**config.mk**
```make
export PLATFORM = sky130hd
export DESIGN_NAME = fsac_flash_guard
export DESIGN_NICKNAME = d
export VERILOG_FILES = /design/src/verilog/fsac_pkg.sv /design/src/verilog/fsac_chk_if.sv /design/src/verilog/fsac_flash_guard.sv /design/src/verilog/fsac_check.sv
export SDC_FILE = /design/constraint.sdc
export NUM_CORES = 1
export LEC_CHECK = 0
export BUFFER_PORTS_ARGS = -buffer_cell sky130_fd_sc_hd__buf_2
export CELL_PAD_IN_SITES_DETAIL_PLACEMENT = 1
export CELL_PAD_IN_SITES_GLOBAL_PLACEMENT = 2
export CORE_MARGIN = 1
export CORE_UTILIZATION = 29
export DETAILED_ROUTE_END_ITERATION = 6
export PLACE_DENSITY_LB_ADDON = 0.1
export SKIP_LAST_GASP = 1
export SYNTH_ARGS = -nofsm -noshare
export SYNTH_HDL_FRONTEND = slang
export SYNTH_SLANG_ARGS = --single-unit
export TNS_END_PERCENT = 20
```
**constraint.sdc**
```tcl
create_clock -name clk_sys_in -period 3 [get_ports clk_sys_in]
set_input_delay 0.6 -clock clk_sys_in [delete_from_list [all_inputs] [get_ports clk_sys_in]]
set_output_delay 0.6 -clock clk_sys_in [all_outputs]
set_load 0.05 [all_outputs]
```
**src/verilog/fsac_pkg.sv**
```systemverilog
package fsac_pkg;

  // Program-store control register
  localparam logic [7:0] PSC_OFFSET = 8'h8F;
  localparam logic [7:0] PSC_RESET = 8'h00;
  localparam int PSC_WE_BIT = 0;
  localparam int PSC_EE_BIT = 1;
  localparam int PSC_USED_W = 2;

  // Security page and the bytes kept in it
  localparam logic [15:0] SEC_PAGE_BASE = 16'h1C00;
  localparam logic [15:0] SEC_PAGE_LAST = 16'h1DFF;
  localparam logic [15:0] READ_LOCK_ADDR = 16'h1DFF;
  localparam logic [15:0] WRITE_LOCK_ADDR = 16'h1DFE;
  localparam logic [15:0] LIMIT_BYTE_ADDR = 16'h1DFD;

  // Values
  localparam logic [7:0] LOCK_OPEN = 8'hFF;
  localparam logic [7:0] LOCK_RESET = 8'h00;
  localparam logic [7:0] LIMIT_UNPROG = 8'h00;
  localparam logic [7:0] LIMIT_LOW_BYTE = 8'h00;
  localparam logic [7:0] BLOCKED_DATA = 8'h00;

  // Geometry: eight lock blocks of 1 KB each
  localparam int ADDR_W = 16;
  localparam int BLOCK_SHIFT = 10;
  localparam int BLOCK_IDX_W = 3;
  localparam int LOAD_BYTES = 3;

  typedef enum logic [1:0] {
    S_ISSUE = 2'b00,
    S_WAIT = 2'b01,
    S_CAPT = 2'b10,
    S_RUN = 2'b11
  } fsac_state_t;

  typedef enum logic [1:0] {
    CORE_FETCH = 2'b00,
    CORE_TABLE_READ = 2'b01,
    CORE_DATA_MOVE_WRITE = 2'b10
  } fsac_core_op_t;

  typedef enum logic [1:0] {
    JT_READ = 2'b00,
    JT_WRITE = 2'b01,
    JT_ERASE = 2'b10,
    JT_MASS_ERASE = 2'b11
  } fsac_jtag_op_t;

endpackage

```
**src/verilog/fsac_chk_if.sv**
```systemverilog
interface fsac_chk_if;
  logic [15:0] read_limit;
  logic [7:0] read_lock;
  logic [7:0] write_lock;
  logic [15:0] core_pc;
  logic [15:0] core_addr;
  logic [15:0] jtag_addr;
  logic core_blocked;
  logic core_is_lock;
  logic core_sec_page;
  logic jtag_read_ok;
  logic jtag_write_ok;
  logic jtag_is_lock;
  logic jtag_sec_byte;
  logic jtag_sec_page;

  modport judge (
    input read_limit, read_lock, write_lock, core_pc, core_addr, jtag_addr,
    output core_blocked, core_is_lock, core_sec_page,
    output jtag_read_ok, jtag_write_ok, jtag_is_lock, jtag_sec_byte, jtag_sec_page
  );

  modport owner (
    output read_limit, read_lock, write_lock, core_pc, core_addr, jtag_addr,
    input core_blocked, core_is_lock, core_sec_page,
    input jtag_read_ok, jtag_write_ok, jtag_is_lock, jtag_sec_byte, jtag_sec_page
  );
endinterface

```
**src/verilog/fsac_flash_guard.sv**
```systemverilog
// How it works
// - A read-lock bit at 0 stops JTAG reads of its block; 1 allows.
// - A write-lock bit at 0 stops JTAG writes and erases of its block.
// - At reset the read limit is the limit byte followed by a zero byte.
// - Lower partition is below the limit; upper is at or above it.
// - Upper-partition code cannot read, write or erase below the limit.
// - A refused read answers with byte zero, not the stored contents.
// - Instruction fetches into the lower partition are always allowed.
// - Lower-partition code may access every location freely, except that it cannot erase the security page.
// - The limit lands on any 256-byte boundary; 512-byte alignment is advised.
// - An unprogrammed limit byte is zero, leaving all memory readable.
// - Lock bytes stay readable and can always be cleared toward zero.
// - Only a JTAG mass erase or a JTAG erase of the security page sets lock bits back to one.
// - Erasing a security byte starts a full erase, from JTAG only.
// - Erasing the security page by another byte erases the security bytes too.
// - Control register bits seven to two read zero and ignore writes.
// - Erase plus write enable makes a data-move write erase its page.
// - Write enable alone makes a data-move write program one byte.
module fsac_flash_guard (
  input wire logic clk_sys_in,
  input wire logic sys_rst_in,
  input wire logic core_req_in,
  input wire logic [1:0] core_op_in,
  input wire logic [15:0] core_pc_in,
  input wire logic [15:0] core_addr_in,
  input wire logic [7:0] core_wdata_in,
  output logic core_ready_out,
  output logic core_rvalid_out,
  output logic [7:0] core_rdata_out,
  output logic core_denied_out,
  input wire logic [7:0] sfr_addr_in,
  input wire logic sfr_wr_in,
  input wire logic sfr_rd_in,
  input wire logic [7:0] sfr_wdata_in,
  output logic [7:0] sfr_rdata_out,
  input wire logic jtag_req_in,
  input wire logic [1:0] jtag_op_in,
  input wire logic [15:0] jtag_addr_in,
  input wire logic [7:0] jtag_wdata_in,
  output logic jtag_ready_out,
  output logic jtag_rvalid_out,
  output logic [7:0] jtag_rdata_out,
  output logic jtag_denied_out,
  input wire logic flash_busy_in,
  input wire logic [7:0] flash_rdata_in,
  output logic flash_rd_out,
  output logic flash_prog_out,
  output logic flash_page_erase_out,
  output logic flash_mass_erase_out,
  output logic [15:0] flash_addr_out,
  output logic [7:0] flash_wdata_out,
  output logic guard_ready_out,
  output logic [15:0] software_read_limit_out
);

  fsac_pkg::fsac_state_t state_r;
  logic [1:0] load_idx_r;
  logic [fsac_pkg::PSC_USED_W-1:0] program_store_control_r;
  logic [7:0] access_limit_byte_r;
  logic [7:0] read_lock_r;
  logic [7:0] write_lock_r;
  logic [15:0] software_read_limit;
  logic flash_rd_r;
  logic flash_prog_r;
  logic page_erase_r;
  logic mass_erase_r;
  logic [15:0] flash_addr_r;
  logic [7:0] flash_wdata_r;
  logic pend1_v_r;
  logic pend1_jtag_r;
  logic pend1_blk_r;
  logic pend2_v_r;
  logic pend2_jtag_r;
  logic pend2_blk_r;
  logic core_rvalid_r;
  logic [7:0] core_rdata_r;
  logic jtag_rvalid_r;
  logic [7:0] jtag_rdata_r;
  logic core_denied_r;
  logic jtag_denied_r;
  logic [7:0] sfr_rdata_r;
  logic run;
  logic cmd_pending;
  logic accept_core;
  logic accept_jtag;
  logic flash_write_enable;
  logic page_erase_enable;
  logic rd_go;
  logic prog_go;
  logic perase_go;
  logic merase_go;
  logic rsp_blk;
  logic is_read;
  logic lock_clear;
  logic lock_reopen;
  logic denied;
  logic [15:0] req_addr;
  logic [7:0] req_wdata;

  fsac_chk_if chk();

  assign software_read_limit = {access_limit_byte_r, fsac_pkg::LIMIT_LOW_BYTE};

  assign chk.read_limit = software_read_limit;
  assign chk.read_lock = read_lock_r;
  assign chk.write_lock = write_lock_r;
  assign chk.core_pc = core_pc_in;
  assign chk.core_addr = core_addr_in;
  assign chk.jtag_addr = jtag_addr_in;

  fsac_check #(
    .BLOCK_SHIFT(fsac_pkg::BLOCK_SHIFT)
  ) u_check (
    .chk(chk)
  );

  assign run = (state_r == fsac_pkg::S_RUN);
  assign flash_write_enable = program_store_control_r[fsac_pkg::PSC_WE_BIT];
  assign page_erase_enable = program_store_control_r[fsac_pkg::PSC_EE_BIT];

  // One program or erase in flight to the array; the pending strobe, then busy, covers its duration
  assign cmd_pending = flash_prog_r | page_erase_r | mass_erase_r;
  assign core_ready_out = run && !flash_busy_in && !cmd_pending;
  assign jtag_ready_out = core_ready_out && !core_req_in;
  assign accept_core = core_req_in && core_ready_out;
  assign accept_jtag = jtag_req_in && jtag_ready_out;

  assign req_addr = accept_jtag ? jtag_addr_in : core_addr_in;
  assign req_wdata = accept_jtag ? jtag_wdata_in : core_wdata_in;

  always_comb begin
    rd_go = 1'b0;
    prog_go = 1'b0;
    perase_go = 1'b0;
    merase_go = 1'b0;
    rsp_blk = 1'b0;
    is_read = 1'b0;
    lock_clear = 1'b0;
    lock_reopen = 1'b0;
    denied = 1'b0;
    if (accept_core) begin
      case (fsac_pkg::fsac_core_op_t'(core_op_in))
        fsac_pkg::CORE_FETCH: begin
          is_read = 1'b1;
          rd_go = 1'b1;
        end
        fsac_pkg::CORE_TABLE_READ: begin
          is_read = 1'b1;
          if (chk.core_blocked && !chk.core_is_lock) begin
            rsp_blk = 1'b1;
            denied = 1'b1;
          end else begin
            rd_go = 1'b1;
          end
        end
        fsac_pkg::CORE_DATA_MOVE_WRITE: begin
          // Write enable low: the write simply does not reach flash
          if (flash_write_enable && page_erase_enable) begin
            // Security page erase is a JTAG-only operation
            if (chk.core_blocked || chk.core_sec_page) begin
              denied = 1'b1;
            end else begin
              perase_go = 1'b1;
            end
          end else if (flash_write_enable) begin
            if (chk.core_is_lock) begin
              prog_go = 1'b1;
              lock_clear = 1'b1;
            end else if (chk.core_blocked) begin
              denied = 1'b1;
            end else begin
              prog_go = 1'b1;
            end
          end
        end
        default: begin
          denied = 1'b1;
        end
      endcase
    end else if (accept_jtag) begin
      case (fsac_pkg::fsac_jtag_op_t'(jtag_op_in))
        fsac_pkg::JT_READ: begin
          is_read = 1'b1;
          if (chk.jtag_read_ok) begin
            rd_go = 1'b1;
          end else begin
            rsp_blk = 1'b1;
            denied = 1'b1;
          end
        end
        fsac_pkg::JT_WRITE: begin
          if (chk.jtag_write_ok) begin
            prog_go = 1'b1;
            lock_clear = chk.jtag_is_lock;
          end else begin
            denied = 1'b1;
          end
        end
        fsac_pkg::JT_ERASE: begin
          if (chk.jtag_sec_byte) begin
            merase_go = 1'b1;
            lock_reopen = 1'b1;
          end else if (!chk.jtag_write_ok) begin
            denied = 1'b1;
          end else begin
            perase_go = 1'b1;
            lock_reopen = chk.jtag_sec_page;
          end
        end
        fsac_pkg::JT_MASS_ERASE: begin
          merase_go = 1'b1;
          lock_reopen = 1'b1;
        end
        default: begin
          denied = 1'b1;
        end
      endcase
    end
  end

  // Security bytes are read out of the array before any access is taken
  always_ff @(posedge clk_sys_in or posedge sys_rst_in) begin
    if (sys_rst_in) begin
      state_r <= fsac_pkg::S_ISSUE;
      load_idx_r <= 2'h0;
    end else begin
      case (state_r)
        fsac_pkg::S_ISSUE: begin
          state_r <= fsac_pkg::S_WAIT;
        end
        fsac_pkg::S_WAIT: begin
          state_r <= fsac_pkg::S_CAPT;
        end
        fsac_pkg::S_CAPT: begin
          if (load_idx_r == 2'(fsac_pkg::LOAD_BYTES - 1)) begin
            state_r <= fsac_pkg::S_RUN;
          end else begin
            load_idx_r <= load_idx_r + 2'h1;
            state_r <= fsac_pkg::S_ISSUE;
          end
        end
        default: begin
          state_r <= fsac_pkg::S_RUN;
        end
      endcase
    end
  end

  function automatic logic [15:0] load_addr(input logic [1:0] idx);
    case (idx)
      2'h0: load_addr = fsac_pkg::LIMIT_BYTE_ADDR;
      2'h1: load_addr = fsac_pkg::READ_LOCK_ADDR;
      default: load_addr = fsac_pkg::WRITE_LOCK_ADDR;
    endcase
  endfunction

  // Locks start closed so nothing leaks before the load completes
  always_ff @(posedge clk_sys_in or posedge sys_rst_in) begin
    if (sys_rst_in) begin
      access_limit_byte_r <= fsac_pkg::LIMIT_UNPROG;
      read_lock_r <= fsac_pkg::LOCK_RESET;
      write_lock_r <= fsac_pkg::LOCK_RESET;
    end else if (state_r == fsac_pkg::S_CAPT) begin
      case (load_idx_r)
        2'h0: access_limit_byte_r <= flash_rdata_in;
        2'h1: read_lock_r <= flash_rdata_in;
        default: write_lock_r <= flash_rdata_in;
      endcase
    end else if (lock_reopen) begin
      read_lock_r <= fsac_pkg::LOCK_OPEN;
      write_lock_r <= fsac_pkg::LOCK_OPEN;
    end else if (lock_clear) begin
      // Programming only clears bits, so a lock can tighten but never relax
      if (req_addr == fsac_pkg::READ_LOCK_ADDR) begin
        read_lock_r <= read_lock_r & req_wdata;
      end else begin
        write_lock_r <= write_lock_r & req_wdata;
      end
    end
  end

  always_ff @(posedge clk_sys_in or posedge sys_rst_in) begin
    if (sys_rst_in) begin
      flash_rd_r <= 1'b0;
      flash_prog_r <= 1'b0;
      page_erase_r <= 1'b0;
      mass_erase_r <= 1'b0;
      flash_addr_r <= 16'h0000;
      flash_wdata_r <= 8'h00;
    end else if (state_r == fsac_pkg::S_ISSUE) begin
      flash_rd_r <= 1'b1;
      flash_prog_r <= 1'b0;
      page_erase_r <= 1'b0;
      mass_erase_r <= 1'b0;
      flash_addr_r <= load_addr(load_idx_r);
    end else begin
      // Refused requests raise no strobe at all
      flash_rd_r <= rd_go;
      flash_prog_r <= prog_go;
      page_erase_r <= perase_go;
      mass_erase_r <= merase_go;
      if (accept_core || accept_jtag) begin
        flash_addr_r <= req_addr;
        flash_wdata_r <= req_wdata;
      end
    end
  end

  // Read answer pipe: strobe, array data, registered answer
  always_ff @(posedge clk_sys_in or posedge sys_rst_in) begin
    if (sys_rst_in) begin
      pend1_v_r <= 1'b0;
      pend1_jtag_r <= 1'b0;
      pend1_blk_r <= 1'b0;
      pend2_v_r <= 1'b0;
      pend2_jtag_r <= 1'b0;
      pend2_blk_r <= 1'b0;
    end else begin
      pend1_v_r <= is_read;
      pend1_jtag_r <= accept_jtag;
      pend1_blk_r <= rsp_blk;
      pend2_v_r <= pend1_v_r;
      pend2_jtag_r <= pend1_jtag_r;
      pend2_blk_r <= pend1_blk_r;
    end
  end

  always_ff @(posedge clk_sys_in or posedge sys_rst_in) begin
    if (sys_rst_in) begin
      core_rvalid_r <= 1'b0;
      core_rdata_r <= 8'h00;
      jtag_rvalid_r <= 1'b0;
      jtag_rdata_r <= 8'h00;
    end else begin
      core_rvalid_r <= pend2_v_r && !pend2_jtag_r;
      jtag_rvalid_r <= pend2_v_r && pend2_jtag_r;
      if (pend2_v_r && !pend2_jtag_r) begin
        core_rdata_r <= pend2_blk_r ? fsac_pkg::BLOCKED_DATA : flash_rdata_in;
      end
      if (pend2_v_r && pend2_jtag_r) begin
        jtag_rdata_r <= pend2_blk_r ? fsac_pkg::BLOCKED_DATA : flash_rdata_in;
      end
    end
  end

  always_ff @(posedge clk_sys_in or posedge sys_rst_in) begin
    if (sys_rst_in) begin
      core_denied_r <= 1'b0;
      jtag_denied_r <= 1'b0;
    end else begin
      core_denied_r <= denied && accept_core;
      jtag_denied_r <= denied && accept_jtag;
    end
  end

  // Program-store control: only the two low bits exist
  always_ff @(posedge clk_sys_in or posedge sys_rst_in) begin
    if (sys_rst_in) begin
      program_store_control_r <= fsac_pkg::PSC_RESET[fsac_pkg::PSC_USED_W-1:0];
    end else if (sfr_wr_in && (sfr_addr_in == fsac_pkg::PSC_OFFSET)) begin
      program_store_control_r <= sfr_wdata_in[fsac_pkg::PSC_USED_W-1:0];
    end
  end

  always_ff @(posedge clk_sys_in or posedge sys_rst_in) begin
    if (sys_rst_in) begin
      sfr_rdata_r <= 8'h00;
    end else if (sfr_rd_in) begin
      if (sfr_addr_in == fsac_pkg::PSC_OFFSET) begin
        sfr_rdata_r <= {{(8 - fsac_pkg::PSC_USED_W){1'b0}}, program_store_control_r};
      end else begin
        sfr_rdata_r <= 8'h00;
      end
    end
  end

  assign core_rvalid_out = core_rvalid_r;
  assign core_rdata_out = core_rdata_r;
  assign core_denied_out = core_denied_r;
  assign jtag_rvalid_out = jtag_rvalid_r;
  assign jtag_rdata_out = jtag_rdata_r;
  assign jtag_denied_out = jtag_denied_r;
  assign sfr_rdata_out = sfr_rdata_r;
  assign flash_rd_out = flash_rd_r;
  assign flash_prog_out = flash_prog_r;
  assign flash_page_erase_out = page_erase_r;
  assign flash_mass_erase_out = mass_erase_r;
  assign flash_addr_out = flash_addr_r;
  assign flash_wdata_out = flash_wdata_r;
  assign guard_ready_out = run;
  assign software_read_limit_out = software_read_limit;

endmodule // fsac_flash_guard

```
**src/verilog/fsac_check.sv**
```systemverilog
module fsac_check #(
  parameter int BLOCK_SHIFT = fsac_pkg::BLOCK_SHIFT
) (
  fsac_chk_if.judge chk
);

  if (BLOCK_SHIFT + fsac_pkg::BLOCK_IDX_W > fsac_pkg::ADDR_W) begin : g_bad_shift
    $error("fsac_check: lock blocks do not fit the address space");
  end

  function automatic logic lock_open(input logic [7:0] lb, input logic [15:0] a);
    lock_open = lb[a[BLOCK_SHIFT +: fsac_pkg::BLOCK_IDX_W]];
  endfunction

  function automatic logic in_sec_page(input logic [15:0] a);
    in_sec_page = (a >= fsac_pkg::SEC_PAGE_BASE) && (a <= fsac_pkg::SEC_PAGE_LAST);
  endfunction

  function automatic logic is_lock_byte(input logic [15:0] a);
    is_lock_byte = (a == fsac_pkg::READ_LOCK_ADDR) || (a == fsac_pkg::WRITE_LOCK_ADDR);
  endfunction

  // Upper code may not touch lower data; lower code is free
  assign chk.core_blocked = (chk.core_pc >= chk.read_limit) &&
                            (chk.core_addr < chk.read_limit);
  assign chk.core_is_lock = is_lock_byte(chk.core_addr);
  assign chk.core_sec_page = in_sec_page(chk.core_addr);
  assign chk.jtag_read_ok = lock_open(chk.read_lock, chk.jtag_addr) ||
                            is_lock_byte(chk.jtag_addr);
  assign chk.jtag_write_ok = lock_open(chk.write_lock, chk.jtag_addr) ||
                             is_lock_byte(chk.jtag_addr);
  assign chk.jtag_is_lock = is_lock_byte(chk.jtag_addr);
  assign chk.jtag_sec_byte = is_lock_byte(chk.jtag_addr) ||
                             (chk.jtag_addr == fsac_pkg::LIMIT_BYTE_ADDR);
  assign chk.jtag_sec_page = in_sec_page(chk.jtag_addr);

endmodule // fsac_check

```
==> impl_summary.log, run 1 <==
[metrics] run status: finished, final reports clean
[metrics] Slew Limit Headroom: 46.2%
[metrics] area overhead of the layout relative to synthesis: 27.0%
[metrics] CTS Sinks: 86
[metrics] average wire per cell in the routed design: ~18 um
[metrics] Worst Path Class, Setup: reg -> out
[metrics] period utilisation layout: 75.3%
[metrics] worst hold path class: reg -> reg
[metrics] Final Routed Wirelength: 16,100 um
[metrics] worst slack at placement: ~0.38 ns
[metrics] hold buffers post-CTS: 0
[metrics] post-detailed-route via-to-cell ratio: approximately 4.9
[metrics] area share of the leading cell type in the synthesized netlist: a little under half
[metrics] top fanout value on the critical path: 3
[metrics] number of placement rows: 46
[metrics] placed instance area: roughly 5800 um2
[metrics] LEAKAGE: 2.95 nW
[metrics] Post-Route Utilization: 37.9%
[metrics] largest vdd supply drop: 0.000302 V
[metrics] gate count of the mapped netlist: approximately 490
[metrics] Syn Std Cell Area: about 4800 um2
[metrics] latest clock arrival within the worst-skew pair: ~0.35 ns
[metrics] net switching share of the total power: 38.6%
[metrics] H-tree depth reported by CTS: 3
[metrics] cell taking the most area after synthesis: sky130_fd_sc_hd__dfrtp_1
[metrics] fin cells: 873
[metrics] die extent in y: roughly 130 um
[metrics] Final Setup Violations: 0
[metrics] wire length of the first global-routing pass: 25,300 um
[metrics] die area: 16,900 um2
[metrics] average footprint of a synthesized cell: 9.64 um2
[metrics] Detailed Routing Iterations Pass 1: 4
[metrics] setup clock skew after layout: between 0.006 and 0.007 ns
[metrics] number of antenna cells inserted: 0
[metrics] initial antenna violation count: 0
[metrics] TritonCTS clock tree: built
[metrics] Post-CTS Setup Bufs: 0
[metrics] total number of nets in the final design: 770
[metrics] Power Density: ~570 nW/um2
[metrics] via count: between 4,000 and 5,000
[metrics] IO buf count: approximately 150
[metrics] maximum clock rate: ~440 MHz
[metrics] GR Overflow Total: 0
[metrics] power share of the combinational group: between 20% and 30%
[metrics] Arr. time, crit path: roughly 1.7 ns
[metrics] Clock Path Buffers: 2
[metrics] TNS Setup: 0 ns
[metrics] number of CTS-inserted buffers: 9
[metrics] Final Instance Area: a little over 6000 um2
[metrics] sw power: between 0.001 and 0.0015 W
[metrics] Post-route DRC: 0
[metrics] total track usage: between 20% and 30%
[metrics] launch point of the worst reg-to-reg path: access_limit_byte_r[1]
[metrics] RSZ-0062 raised after global routing: no
[metrics] post-cts repair resize count: 0
[metrics] slew of the pin with the lowest slew margin: roughly 0.81 ns
[metrics] maximum number of pins on one net before global-route repair: 46
[metrics] Yosys Warn Count: 0
[metrics] initial DRC count: 185
[metrics] proportion of power drawn by the clock network: around a third
[metrics] Min Clock Period, post-route: 2.26 ns
[metrics] Post-DP HPWL: around 12,000 um
[metrics] commonest non-fill, non-tap cell in the layout: sky130_fd_sc_hd__buf_2
[metrics] part of the Yosys area used for sequential elements: a little under half
[metrics] Worst Setup SP: flash_page_erase_out
[metrics] sequential fraction of design power: around two fifths
[metrics] total internal power: around 0.0021 W
[metrics] Root Driver: sky130_fd_sc_hd__clkbuf_16
[metrics] endpoint class of the critical path: output port
[metrics] synth top area cells: sky130_fd_sc_hd__dfrtp_1 (45%), sky130_fd_sc_hd__ha_1 (5.0%), sky130_fd_sc_hd__nand2_1 (4.8%)
[metrics] Final Max Slew Viols: 0
[metrics] Hold Vio Cnt, Final: 0
[metrics] Max-Cap Viols: 0
[metrics] number of cells in the design after placement: 857
[metrics] Top-Level Pins: between 150 and 200
[metrics] startpoint kind of the worst setup timing path: flop
[metrics] number of register bits inferred by synthesis: 86
[metrics] leading register cell type out of synthesis: sky130_fd_sc_hd__dfrtp_1
[metrics] count of cell types in the netlist: between 60 and 70
[metrics] Post-DRT Antenna Nets: 0
[metrics] fraction of final layout cells sized beyond drive strength 1: between 30% and 40%
[metrics] worst setup margin: 0.741 ns
[metrics] vias in the first global route: around 4,500
[metrics] async set-or-reset flop fraction in the synthesized netlist: between 90% and 100%
[metrics] Std-Cell Core Area: ~16,000 um2
[metrics] startpoint of the most critical hold path: pend1_v_r
[metrics] placer's final routability congestion estimate: roughly 0.8
[metrics] die extent in x: 130 um
[metrics] Critical Path RT: between 2 and 2.5 ns
[metrics] top library cells by usage in the layout, fill and taps aside: sky130_fd_sc_hd__buf_2 (153), sky130_fd_sc_hd__dfrtp_1 (86), sky130_fd_sc_hd__nand2_1 (61)
[metrics] initial standard-cell utilization of the core: ~30%
[metrics] FILL cells: ~1,900
[metrics] clock-pin transition on the worst setup and hold timing paths: 0.06 ns
[metrics] count of flip-flops with a built-in enable after synthesis: 0
-- per-stage QoR --
stage	hold WS (ns)	power, W
2_1_floorplan	0.331	0.00208
3_3_place_gp	0.338	0.00236
3_5_place_dp	0.341	0.00239
4_1_cts	0.355	0.00349
5_1_grt	0.356	0.00361
6_report	0.352	0.00344
-- critical path: stages (launching register included) --
cell and delay (ns):
sky130_fd_sc_hd__dfrtp_1 0.42, sky130_fd_sc_hd__nor4_4 0.32, sky130_fd_sc_hd__and2_1 0.18, sky130_fd_sc_hd__nor2b_1 0.12
sky130_fd_sc_hd__buf_2 0.27
-- power groups by stage --
stage	Sequential, W	Combinational [W]	Clock [W]
after floorplan	0.00178	0.000304	0
after global placement	0.00137	0.000989	0
after detailed placement	0.00138	0.00101	0
after CTS	0.00136	0.00101	0.00112
after global routing	0.00137	0.00107	0.00116
final	0.00136	0.00100	0.00108
-- kinds of logic (layout without fill, tap and decap cells) --
group                      count (synthesis)  count (layout)  share of synthesized area, %
DFF                                       86              86                          45.2
AOI/OAI and AO/OA                        123             123                          18.2
other                                      1              14                        0.0788
xor gates and xnor gates                   1               1                         0.184
muxes                                     23              23                          6.18
and+or+nand+nor                          176             176                          18.7
buffers and inverters                     65             215                          6.44
adders and majority gates                 19              19                          4.99
-- path summary, 6_finish.rpt --
check	endpoint	slack, ns	cells past startpoint
hold / removal	pend2_v_r	0.35	0
max in group asynchronous	chk.read_lock[0]	1.92	3
hold reg to reg	pend2_v_r	0.35	0
setup reg to reg	flash_rd_out	0.76	7
setup / recovery	jtag_ready_out	0.74	4
min in group asynchronous	jtag_rdata_out[7]	0.38	2
-- Yosys cell counts, drive strengths merged (2+ instances only) --
library cell,count
and3,4
o221ai,8
a21o,3
and4b,2
nand2,62
o31ai,10
nand2b,16
mux2,11
and4,2
o22ai,7
or2,2
nand3,11
clkbuf,14
nor2b,3
nor2,38
and2,5
a31oi,15
o32ai,3
a311o,2
a21oi,8
o211ai,2
mux4,4
ha,19
nor4,4
a32oi,2
buf,17
o21ai,48
inv,34
or3,2
a221oi,2
nand4,6
dfrtp,86
o21bai,3
nor3,11
mux2i,8
-- metal layers --
metal / track usage [%] / share of wire [%] / wire length (um) / vias up
li1: - / - / - / 2061
met1: 25.9 / 45 / 7180 / 2113
met2: 33.4 / 48 / 7760 / 114
met3: 3.90 / 5.0 / 803 / 21
met4: 7.25 / 2.0 / 317 / 0
met5: 0 / 0 / 0 / -
-- sequential cells by signal (all words and copies together) (netlist names), 8 cells and up --
register / cells
flash_wdata_out: 8
jtag_rdata_out: 8
access_limit_byte_r: 8
chk.read_lock: 8
flash_addr_out: 16
chk.write_lock: 8
core_rdata_out: 8
-- layout make-up --
cell class                      instances  area [um2]  area share, %
Inverter                               34         129           2.13
Tap cell                              216         270           4.47
Clock inverter                          6        45.0          0.745
Multi-Input combinational cell        356        2350           38.9
Sequential cell                        86        2150           35.6
Clock buffer                           10         229           3.79
Timing Repair Buffer                  165         868           14.4
(Power assumes the default switching activity.)
==> run 2: changes to the inputs <==
--- a/config.mk
+++ b/config.mk
@@ -5,11 +5,12 @@
 export SDC_FILE = /design/constraint.sdc
 export NUM_CORES = 1
 export LEC_CHECK = 0
+export ABC_AREA = 1
 export BUFFER_PORTS_ARGS = -buffer_cell sky130_fd_sc_hd__buf_2
 export CELL_PAD_IN_SITES_DETAIL_PLACEMENT = 1
 export CELL_PAD_IN_SITES_GLOBAL_PLACEMENT = 2
 export CORE_MARGIN = 1
-export CORE_UTILIZATION = 29
+export CORE_UTILIZATION = 25
 export DETAILED_ROUTE_END_ITERATION = 6
 export PLACE_DENSITY_LB_ADDON = 0.1
 export SKIP_LAST_GASP = 1
==> constraint.sdc (replaced) <==
create_clock -name clk_sys_in -period 1.8 [get_ports clk_sys_in]
set_input_delay 0.36 -clock clk_sys_in [delete_from_list [all_inputs] [get_ports clk_sys_in]]
set_output_delay 0.36 -clock clk_sys_in [all_outputs]
set_load 0.05 [all_outputs]
==> impl_summary.log, run 2 <==
[metrics] initial DRC count: 156 (was 185)
[metrics] cell taking the most area after synthesis: sky130_fd_sc_hd__dfrtp_1 (unchanged)
[metrics] Detailed Routing Iterations Pass 1: 4 (unchanged)
[metrics] Final Setup Violations: 35 (was 0)
[metrics] chain of cells forming the critical path: nor2_1 -> nand2_2 -> nor2_8 -> buf_12 -> nand3_4 -> nand2_2 -> nand2_2 -> nor2_1 -> nand2_1 -> nor2_4 -> nand2_2 -> nand2_4 -> buf_4 -> nand3_1 -> nand2_1 (was nor4_4 -> and2_1 -> nor2b_1 -> buf_2)
[metrics] fraction of final layout cells sized beyond drive strength 1: 34.7% (was 31.8%)
[metrics] flop2flop setup slack: -0.31 ns (was 0.76 ns)
[metrics] buffer and inverter count on the worst path: 2 (was 1)
[metrics] count of cell types in the netlist: 39 (was 67)
[metrics] largest vdd supply drop: 0.000420 V (was 0.000302 V)
[metrics] Std-Cell Core Area: 20,400 um2 (was 15,900 um2)
[metrics] initial standard-cell utilization of the core: 25.6% (was 29.9%)
[metrics] CTS Sinks: 86 (unchanged)
[metrics] worst slack at placement: -0.429 ns (was 0.376 ns)
[metrics] max reg flops: 16 (unchanged)
[metrics] Most common cell on crit path: sky130_fd_sc_hd__nand2_2
[metrics] average footprint of a synthesized cell: 7.19 um2 (was 9.64 um2)
[metrics] latest clock arrival within the worst-skew pair: 0.35 ns (about the same)
[metrics] area share of the leading cell type in the synthesized netlist: 41.3% (was 45.2%)
[metrics] via count: 5,531 (was 4,309)
[metrics] synth top area cells: sky130_fd_sc_hd__dfrtp_1 (41%), sky130_fd_sc_hd__nand2_1 (20%), sky130_fd_sc_hd__inv_1 (6.3%) (was sky130_fd_sc_hd__dfrtp_1 (45%), sky130_fd_sc_hd__ha_1 (5.0%), sky130_fd_sc_hd__nand2_1 (4.8%))
[metrics] period utilisation layout: 117%
[metrics] gate count of the mapped netlist: 725 (was 494)
[metrics] endpoint class of the critical path: flop (was output port)
[metrics] proportion of power drawn by the clock network: 29.1% (was 31.5%)
[metrics] commonest non-fill, non-tap cell in the layout: sky130_fd_sc_hd__nand2_1 (was sky130_fd_sc_hd__buf_2)
[metrics] placer's final routability congestion estimate: 0.896 (was 0.785)
[metrics] Top-Level Pins: 174 (unchanged)
[metrics] H-tree depth reported by CTS: 3 (unchanged)
[metrics] TNS Setup: -6.22 ns (was 0 ns)
[metrics] post-detailed-route via-to-cell ratio: 4.38 (was 4.94)
[metrics] GR Overflow Total: 0 (unchanged)
[metrics] Final Routed Wirelength: 19,700 um (was 16,100 um)
[metrics] Min Clock Period, post-route: roughly 2.1 ns
[metrics] capturing point of the worst reg2reg path: chk.read_lock[7] (was flash_rd_out)
[metrics] leading register cell type out of synthesis: sky130_fd_sc_hd__dfrtp_1 (unchanged)
[metrics] launch point of the worst reg-to-reg path: flash_page_erase_out (was access_limit_byte_r[1])
[metrics] cell with the largest stage delay on the worst path: sky130_fd_sc_hd__dfrtp_1 (unchanged)
[metrics] average wire per cell in the routed design: 15.6 um (was 18.4 um)
[metrics] count leader, synth: sky130_fd_sc_hd__nand2_1 (was sky130_fd_sc_hd__dfrtp_1)
[metrics] Max-Cap Viols: 0 (unchanged)
[metrics] total track usage: 19.1% (was 20.1%)
[metrics] async set-or-reset flop fraction in the synthesized netlist: 100% (unchanged)
[metrics] power share of the combinational group: 35.1% (was 29.1%)
[metrics] maximum clock rate: around 470 MHz
[metrics] Yosys Warn Count: 0 (unchanged)
[metrics] setup clock skew after layout: 0.00693 ns (was 0.00645 ns)
[metrics] count of flip-flops with a built-in enable after synthesis: 0 (unchanged)
[metrics] Post-route DRC: 0 (unchanged)
[metrics] part of the Yosys area used for sequential elements: 41.3% (was 45.2%)
[metrics] critical path endpoint: chk.read_lock[7] (was jtag_ready_out)
[metrics] vias in the first global route: 5,965 (was 4,510)
[metrics] initial antenna violation count: 0 (unchanged)
[metrics] clock-pin transition on the worst setup and hold timing paths: 0.07 ns (was 0.06 ns)
[metrics] net switching share of the total power: 39.2% (was 38.6%)
[metrics] Clock Path Buffers: 2 (unchanged)
[metrics] Critical Path RT: 2.08 ns (was 2.40 ns)
[metrics] wire length of the first global-routing pass: 31,900 um (was 25,300 um)
[metrics] LEAKAGE: 4.21 nW (was 2.95 nW)
[metrics] Arr. time, crit path: 2.40 ns (was 1.66 ns)
[metrics] startpoint kind of the worst setup timing path: flop (unchanged)
[metrics] Hold Vio Cnt, Final: 0 (unchanged)
[metrics] run status: complete, but fails checks (was finished, final reports clean)
[metrics] Worst Path Class, Setup: reg -> reg (was reg -> out)
[metrics] failing checks: negative setup slack
[metrics] number of antenna cells inserted: 0 (unchanged)
[metrics] worst setup margin: -0.314 ns (was 0.741 ns)
[metrics] Power Density: 873 nW/um2 (was 569 nW/um2)
[metrics] RSZ-0062 raised after global routing: yes (was no)
[metrics] top library cells by usage in the layout, fill and taps aside: sky130_fd_sc_hd__nand2_1 (262), sky130_fd_sc_hd__buf_2 (152), sky130_fd_sc_hd__buf_4 (109) (was sky130_fd_sc_hd__buf_2 (153), sky130_fd_sc_hd__dfrtp_1 (86), sky130_fd_sc_hd__nand2_1 (61))
[metrics] IO buf count: 153 (unchanged)
[metrics] die extent in y: 146 um (was 130 um)
[metrics] sequential fraction of design power: 35.8% (was 39.4%)
[metrics] Post-DRT Antenna Nets: 0 (unchanged)
[metrics] worst hold path class: in -> async (was reg -> reg)
[metrics] area overhead of the layout relative to synthesis: 44.6% (was 27.0%)
[metrics] Final Max Slew Viols: 0 (unchanged)
[metrics] number of CTS-inserted buffers: 9 (unchanged)
[metrics] maximum number of pins on one net before global-route repair: 53 (was 46)
[metrics] TritonCTS clock tree: built (unchanged)
[metrics] cell type group with the largest total delay on the critical path: simple AND/OR/NAND/NOR gates (unchanged)
[metrics] number of placement rows: 52 (was 46)
[metrics] CP max stage delay: 0.38 ns (was 0.42 ns)
[metrics] total number of nets in the final design: 1,105 (was 770)
[metrics] top fanout value on the critical path: 5 (was 3)
[metrics] Root Driver: sky130_fd_sc_hd__clkbuf_16 (unchanged)
[metrics] Post-DP HPWL: 16,000 um (was 12,400 um)
[metrics] die extent in x: 146 um (was 130 um)
[metrics] ranking of synthesized cells by instance count: sky130_fd_sc_hd__nand2_1 (283), sky130_fd_sc_hd__inv_1 (87), sky130_fd_sc_hd__dfrtp_1 (86) (was sky130_fd_sc_hd__dfrtp_1 (86), sky130_fd_sc_hd__nand2_1 (61), sky130_fd_sc_hd__o21ai_0 (39))
[metrics] Reg2Reg Depth: 15 (was 7)
[metrics] die area: 21,400 um2 (was 16,900 um2)
[metrics] sw power: 0.00258 W (was 0.00133 W)
[metrics] number of register bits inferred by synthesis: 86 (unchanged)
[metrics] Syn Std Cell Area: 5210 um2 (was 4760 um2)
[metrics] Worst Setup SP: flash_page_erase_out (unchanged)
[metrics] Levels on crit path: 15 (was 4)
[metrics] total internal power: 0.00400 W (was 0.00211 W)
-- run 2: cell types whose count changed in the layout (fill, tap and decap cells not counted), moves of 8 or more --
cell / delta
sky130_fd_sc_hd__mux2i_1: -8
sky130_fd_sc_hd__nand3_1: +25
sky130_fd_sc_hd__nand2_2: +24
sky130_fd_sc_hd__nand4_1: +16
sky130_fd_sc_hd__o21ai_0: -23
sky130_fd_sc_hd__nand2b_1: -14
sky130_fd_sc_hd__o31ai_1: -8
sky130_fd_sc_hd__inv_1: +52
sky130_fd_sc_hd__buf_4: +98
sky130_fd_sc_hd__nand2_1: +201
sky130_fd_sc_hd__nor2_1: +17
-- run 2: kinds of logic after synthesis --
kind of cell | count (synthesis) | synth area share, %
other | 1 | 0.0719
adder cells (fa/ha/maj) | 19 | 4.56
AO/OA/AOI/OAI | 60 | 6.82
flip-flops | 86 | 41.3
AND/OR/NAND/NOR | 426 | 35.0
multiplexers | 8 | 1.73
buffers and inverters | 124 | 10.4
XOR/XNOR | 1 | 0.168
-- run 2: power by group through the flow --
stage	sequential [W]	combinational, W	clock (W)
global placement	0.00238	0.00224	0
CTS	0.00236	0.00232	0.00197
finish	0.00236	0.00231	0.00192
detailed placement	0.00239	0.00227	0
floorplan	0.00313	0.000715	0
global route	0.00239	0.00250	0.00203
-- run 2: worst min-delay path by stage --
| stage | startpoint | end | slack (ns) | depth (start not counted) |
|---|---|---|---|---|
| final | sys_rst_in | jtag_rdata_out[0] | 0.02 | 2 |
| after global routing | sys_rst_in | jtag_rdata_out[0] | 0.05 | 2 |
| after CTS | sys_rst_in | jtag_rdata_out[0] | 0.03 | 2 |
| after detailed placement | pend1_blk_r | pend2_blk_r | 0.34 | 0 |
| after global placement | pend1_jtag_r | pend2_jtag_r | 0.33 | 0 |
| after floorplan | pend1_blk_r | pend2_blk_r | 0.33 | 0 |
-- run 2: layout make-up --
class	instances	area, um2
multi-input combinational	531	2720
timing repair buffer	267	1680
tap	270	338
fill	2589	12800
clock inverter	5	58.8
inverter	92	357
clock buffer	11	233
sequential	86	2150
-- run 2: timing repair --
action	4_1_cts	5_1_grt
pin swaps	3	1
setup endpoints to repair	48	48
setup buffers	4	1
gates cloned	3	0
resized for setup	26	17
hold buffers	0	0
-- run 2: per-stage QoR --
step	instances	power [W]	hold WS, ns	util (%)	instance area (um2)
after floorplan	738	0.00384	0.331	-	5270
after global placement	1238	0.00462	0.335	34.5	7020
after detailed placement	1238	0.00467	0.336	34.5	7020
after CTS	1261	0.00665	0.0337	36.7	7470
after global routing	1262	0.00692	0.0517	37.0	7540
final	1262	0.00658	0.0223	37.0	7540
-- run 2: layer usage --
| layer | vias up | global-route usage, % | routed length (um) |
|---|---|---|---|
| met3 | 8 | 2.94 | 733 |
| met4 | 0 | 3.75 | 133 |
| met5 | - | 0 | 0 |
| met1 | 2623 | 25.6 | 9340 |
| li1 | 2790 | - | - |
| met2 | 110 | 32.4 | 9480 |
==> run 3: changes to the inputs <==
--- a/config.mk
+++ b/config.mk
@@ -10,11 +10,12 @@
 export CELL_PAD_IN_SITES_DETAIL_PLACEMENT = 1
 export CELL_PAD_IN_SITES_GLOBAL_PLACEMENT = 2
 export CORE_MARGIN = 1
-export CORE_UTILIZATION = 25
+export CORE_UTILIZATION = 26
 export DETAILED_ROUTE_END_ITERATION = 6
 export PLACE_DENSITY_LB_ADDON = 0.1
 export SKIP_LAST_GASP = 1
 export SYNTH_ARGS = -nofsm -noshare
 export SYNTH_HDL_FRONTEND = slang
+export SYNTH_HIERARCHICAL = 1
 export SYNTH_SLANG_ARGS = --single-unit
 export TNS_END_PERCENT = 20
==> impl_summary.log, run 3 <==
[metrics] die area: 21,500 um2 (was 21,400 um2)
[metrics] max reg flops: 16 (unchanged)
[metrics] placed instance area: 7230 um2 (was 7020 um2)
[metrics] proportion of power drawn by the clock network: 28.3% (was 29.1%)
[metrics] average footprint of a synthesized cell: 7.60 um2 (was 7.19 um2)
[metrics] Final Routed Wirelength: 21,200 um (was 19,700 um)
[metrics] IO buf count: 153 (unchanged)
[metrics] placer's final routability congestion estimate: 0.901 (was 0.896)
[metrics] Min Clock Period, post-route: 2.23 ns (was 2.11 ns)
[metrics] async set-or-reset flop fraction in the synthesized netlist: 100% (unchanged)
[metrics] gate count of the mapped netlist: 715 (was 725)
[metrics] number of register bits inferred by synthesis: 86 (unchanged)
[metrics] endpoint class of the critical path: flop (unchanged)
[metrics] Post-Route Utilization: 40.6% (was 37.0%)
[metrics] number of placement rows: 52 (unchanged)
[metrics] Post-DP HPWL: 16,000 um (about the same)
[metrics] chain of cells forming the critical path: nor2_2 -> nand2_2 -> nor2_8 -> buf_6 -> nand3_4 -> inv_6 -> nand3_4 -> o22ai_4 -> nor2_4 -> nor2_4 -> buf_4 -> nand3_1 -> nand2_1 (was nor2_1 -> nand2_2 -> nor2_8 -> buf_12 -> nand3_4 -> nand2_2 -> nand2_2 -> nor2_1 -> nand2_1 -> nor2_4 -> nand2_2 -> nand2_4 -> buf_4 -> nand3_1 -> nand2_1)
[metrics] Arr. time, crit path: 2.53 ns (was 2.40 ns)
[metrics] Final Max Slew Viols: 0 (unchanged)
[metrics] startpoint kind of the worst setup timing path: flop (unchanged)
[metrics] total track usage: 19.8% (was 19.1%)
[metrics] count of flip-flops with a built-in enable after synthesis: 0 (unchanged)
[metrics] CTS Sinks: 86 (unchanged)
[metrics] period utilisation layout: 124% (was 117%)
[metrics] buffer and inverter count on the worst path: 3 (was 2)
[metrics] CP max stage delay: 0.41 ns (was 0.38 ns)
[metrics] Post-DRT Antenna Nets: 0 (unchanged)
[metrics] LEAKAGE: 4.34 nW (was 4.21 nW)
[metrics] number of CTS-inserted buffers: 9 (unchanged)
[metrics] run status: complete, but fails checks (unchanged)
[metrics] Slew Limit Headroom: between 60 and 70%
[metrics] ranking of synthesized cells by instance count: sky130_fd_sc_hd__nand2_1 (209), sky130_fd_sc_hd__inv_1 (101), sky130_fd_sc_hd__dfrtp_1 (86) (was sky130_fd_sc_hd__nand2_1 (283), sky130_fd_sc_hd__inv_1 (87), sky130_fd_sc_hd__dfrtp_1 (86))
[metrics] area share of the leading cell type in the synthesized netlist: 39.6% (was 41.3%)
[metrics] Post-route DRC: 0 (unchanged)
[metrics] Final Instance Area: 8260 um2 (was 7540 um2)
[metrics] worst hold path class: in -> async (unchanged)
[metrics] TritonCTS clock tree: built (unchanged)
[metrics] failing checks: negative setup slack (unchanged)
[metrics] Clock Path Buffers: 2 (unchanged)
[metrics] Max-Cap Viols: 0 (unchanged)
[metrics] area overhead of the layout relative to synthesis: 52.0% (was 44.6%)
[metrics] fraction of final layout cells sized beyond drive strength 1: 41.6% (was 34.7%)
[metrics] slew of the pin with the lowest slew margin: 0.554 ns
[metrics] worst setup margin: -0.427 ns (was -0.314 ns)
[metrics] Critical Path RT: 2.10 ns (was 2.08 ns)
[metrics] number of cells in the design after placement: 1,234 (was 1,238)
[metrics] via count: 5,810 (was 5,531)
[metrics] setup clock skew after layout: 0.0118 ns (was 0.00693 ns)
[metrics] Root Driver: sky130_fd_sc_hd__clkbuf_16 (unchanged)
[metrics] Power Density: 833 nW/um2 (was 873 nW/um2)
[metrics] count of cell types in the netlist: 42 (was 39)
[metrics] RSZ-0062 raised after global routing: yes (unchanged)
[metrics] largest vdd supply drop: 0.000399 V (was 0.000420 V)
[metrics] die extent in x: 147 um (was 146 um)
[metrics] maximum clock rate: 449 MHz (was 473 MHz)
[metrics] power share of the combinational group: 37.3% (was 35.1%)
[metrics] Worst Path Class, Setup: reg -> reg (unchanged)
[metrics] net switching share of the total power: 41.4% (was 39.2%)
[metrics] die extent in y: 147 um (was 146 um)
[metrics] fin cells: 1,281 (was 1,262)
[metrics] leading register cell type out of synthesis: sky130_fd_sc_hd__dfrtp_1 (unchanged)
[metrics] top fanout value on the critical path: 7 (was 5)
[metrics] TNS Setup: -13.90 ns (was -6.22 ns)
[metrics] clock-pin transition on the worst setup and hold timing paths: 0.08 ns (was 0.07 ns)
[metrics] initial antenna violation count: 0 (unchanged)
[metrics] hold buffers post-CTS: 0 (unchanged)
[metrics] GR Overflow Total: 0 (unchanged)
[metrics] total internal power: 0.00403 W (was 0.00400 W)
[metrics] top library cells by usage in the layout, fill and taps aside: sky130_fd_sc_hd__nand2_1 (176), sky130_fd_sc_hd__buf_2 (152), sky130_fd_sc_hd__buf_4 (119) (was sky130_fd_sc_hd__nand2_1 (262), sky130_fd_sc_hd__buf_2 (152), sky130_fd_sc_hd__buf_4 (109))
[metrics] cell with the largest stage delay on the worst path: sky130_fd_sc_hd__dfrtp_1 (unchanged)
[metrics] Syn Std Cell Area: 5430 um2 (was 5210 um2)
[metrics] synth top area cells: sky130_fd_sc_hd__dfrtp_1 (40%), sky130_fd_sc_hd__nand2_1 (14%), sky130_fd_sc_hd__ha_1 (8.1%) (was sky130_fd_sc_hd__dfrtp_1 (41%), sky130_fd_sc_hd__nand2_1 (20%), sky130_fd_sc_hd__inv_1 (6.3%))
[metrics] Yosys Warn Count: 6 (was 0)
[metrics] Hold Vio Cnt, Final: 0 (unchanged)
[metrics] Detailed Routing Iterations Pass 1: 4 (unchanged)
[metrics] initial DRC count: 196 (was 156)
[metrics] H-tree depth reported by CTS: 3 (unchanged)
[metrics] Final Setup Violations: 49 (was 35)
[metrics] sequential fraction of design power: 34.4% (was 35.8%)
[metrics] cell type group with the largest total delay on the critical path: simple AND/OR/NAND/NOR gates (unchanged)
[metrics] count leader, synth: sky130_fd_sc_hd__nand2_1 (unchanged)
[metrics] cell taking the most area after synthesis: sky130_fd_sc_hd__dfrtp_1 (unchanged)
[metrics] latest clock arrival within the worst-skew pair: 0.37 ns (was 0.35 ns)
[metrics] average wire per cell in the routed design: 16.5 um (was 15.6 um)
[metrics] Top-Level Pins: 174 (unchanged)
[metrics] initial standard-cell utilization of the core: 26.7% (was 25.6%)
[metrics] Std-Cell Core Area: 20,400 um2 (unchanged)
[metrics] vias in the first global route: 6,161 (was 5,965)
[metrics] commonest non-fill, non-tap cell in the layout: sky130_fd_sc_hd__nand2_1 (unchanged)
[metrics] total number of nets in the final design: 1,139 (was 1,105)
[metrics] sw power: 0.00285 W (was 0.00258 W)
[metrics] part of the Yosys area used for sequential elements: 39.6% (was 41.3%)
[metrics] wire length of the first global-routing pass: 33,000 um (was 31,900 um)
[metrics] maximum number of pins on one net before global-route repair: 87 (was 53)
[metrics] post-detailed-route via-to-cell ratio: 4.54 (was 4.38)
-- run 3: cell types whose count changed after synthesis, sizes merged, moves of 4 or more --
cell    previous run  this run
nand2            291       217
nor2              63        68
o21ai             27        31
ha                19        35
nand3             40        29
clkbuf            11         7
a21oi             12        37
inv               90       104
-- run 3: through the flow --
stage / total power, W / setup WS [ns] / hold WS, ns
2_1_floorplan: 0.00391 / -0.369 / 0.331
6_report: 0.00688 / -0.427 / 0.0795
3_5_place_dp: 0.00476 / -0.583 / 0.337
4_1_cts: 0.00685 / -0.304 / 0.159
5_1_grt: 0.00722 / -0.579 / 0.165
3_3_place_gp: 0.00471 / -0.515 / 0.334
-- run 3: power by group through the flow --
stage / Sequential [W] / Clock (W) / Combinational (W)
4_1_cts: 0.00238 / 0.00200 / 0.00247
3_5_place_dp: 0.00241 / 0 / 0.00235
2_1_floorplan: 0.00317 / 0 / 0.000747
3_3_place_gp: 0.00241 / 0 / 0.00230
5_1_grt: 0.00241 / 0.00206 / 0.00276
6_report: 0.00237 / 0.00195 / 0.00257
-- run 3: area by class of cell --
cell class,count,area [um2]
inverters,106,419
well taps,270,338
repair buffers,285,1870
clock buffers,9,225
diodes,1,2.50
fillers,2558,12100
flip-flops and latches,86,2150
multi-input cells,517,3170
clock inverters,7,77.6
-- run 3: worst min-delay path: cells and delay by family --
kind	cells	cell delay, ns
buffers and inverters	3	0.51
-- run 3: kinds of logic (layout without fill, tap and decap cells) --
family | Yosys count | count (layout) | synth area share (%)
buffers and inverters | 137 | 407 | 11.1
muxes | 10 | 10 | 2.07
AOI/OAI and AO/OA | 95 | 95 | 9.99
xor gates and xnor gates | 1 | 1 | 0.161
adders and majority gates | 35 | 35 | 8.06
DFF | 86 | 86 | 39.6
other | 1 | 24 | 0.0690
and+or+nand+nor | 350 | 353 | 29.0
-- run 3: path summary, 6_finish.rpt --
kind / startpoint / endpoint / slack (ns) / depth (start not counted)
worst max-delay path: flash_prog_out / chk.read_lock[2] / -0.43 / 13
worst min-delay path: sys_rst_in / core_rdata_out[0] / 0.08 / 3
worst max register to register: flash_prog_out / chk.read_lock[2] / -0.43 / 13
worst min register to register: pend1_jtag_r / pend2_jtag_r / 0.35 / 0
max in group asynchronous: sys_rst_in / flash_addr_out[1] / 1.25 / 3
min in group clk_sys_in: sfr_rd_in / sfr_rdata_out[0] / 0.22 / 2
-- run 3: layer usage --
| layer | track usage (%) | wire length (um) | up-vias |
|---|---|---|---|
| met5 | 0 | 0 | - |
| met4 | 4.90 | 310 | 0 |
| met3 | 2.63 | 729 | 19 |
| met2 | 34.2 | 10500 | 132 |
| met1 | 25.9 | 9620 | 2803 |
| li1 | - | - | 2856 |
-- run 3: timing repair --
item,in CTS,in global routing
setup endpoints to repair,49,49
gates resized for setup,54,77
pin swaps,13,37
setup buffers,9,17
cloned,4,1
hold endpoints to repair,0,0
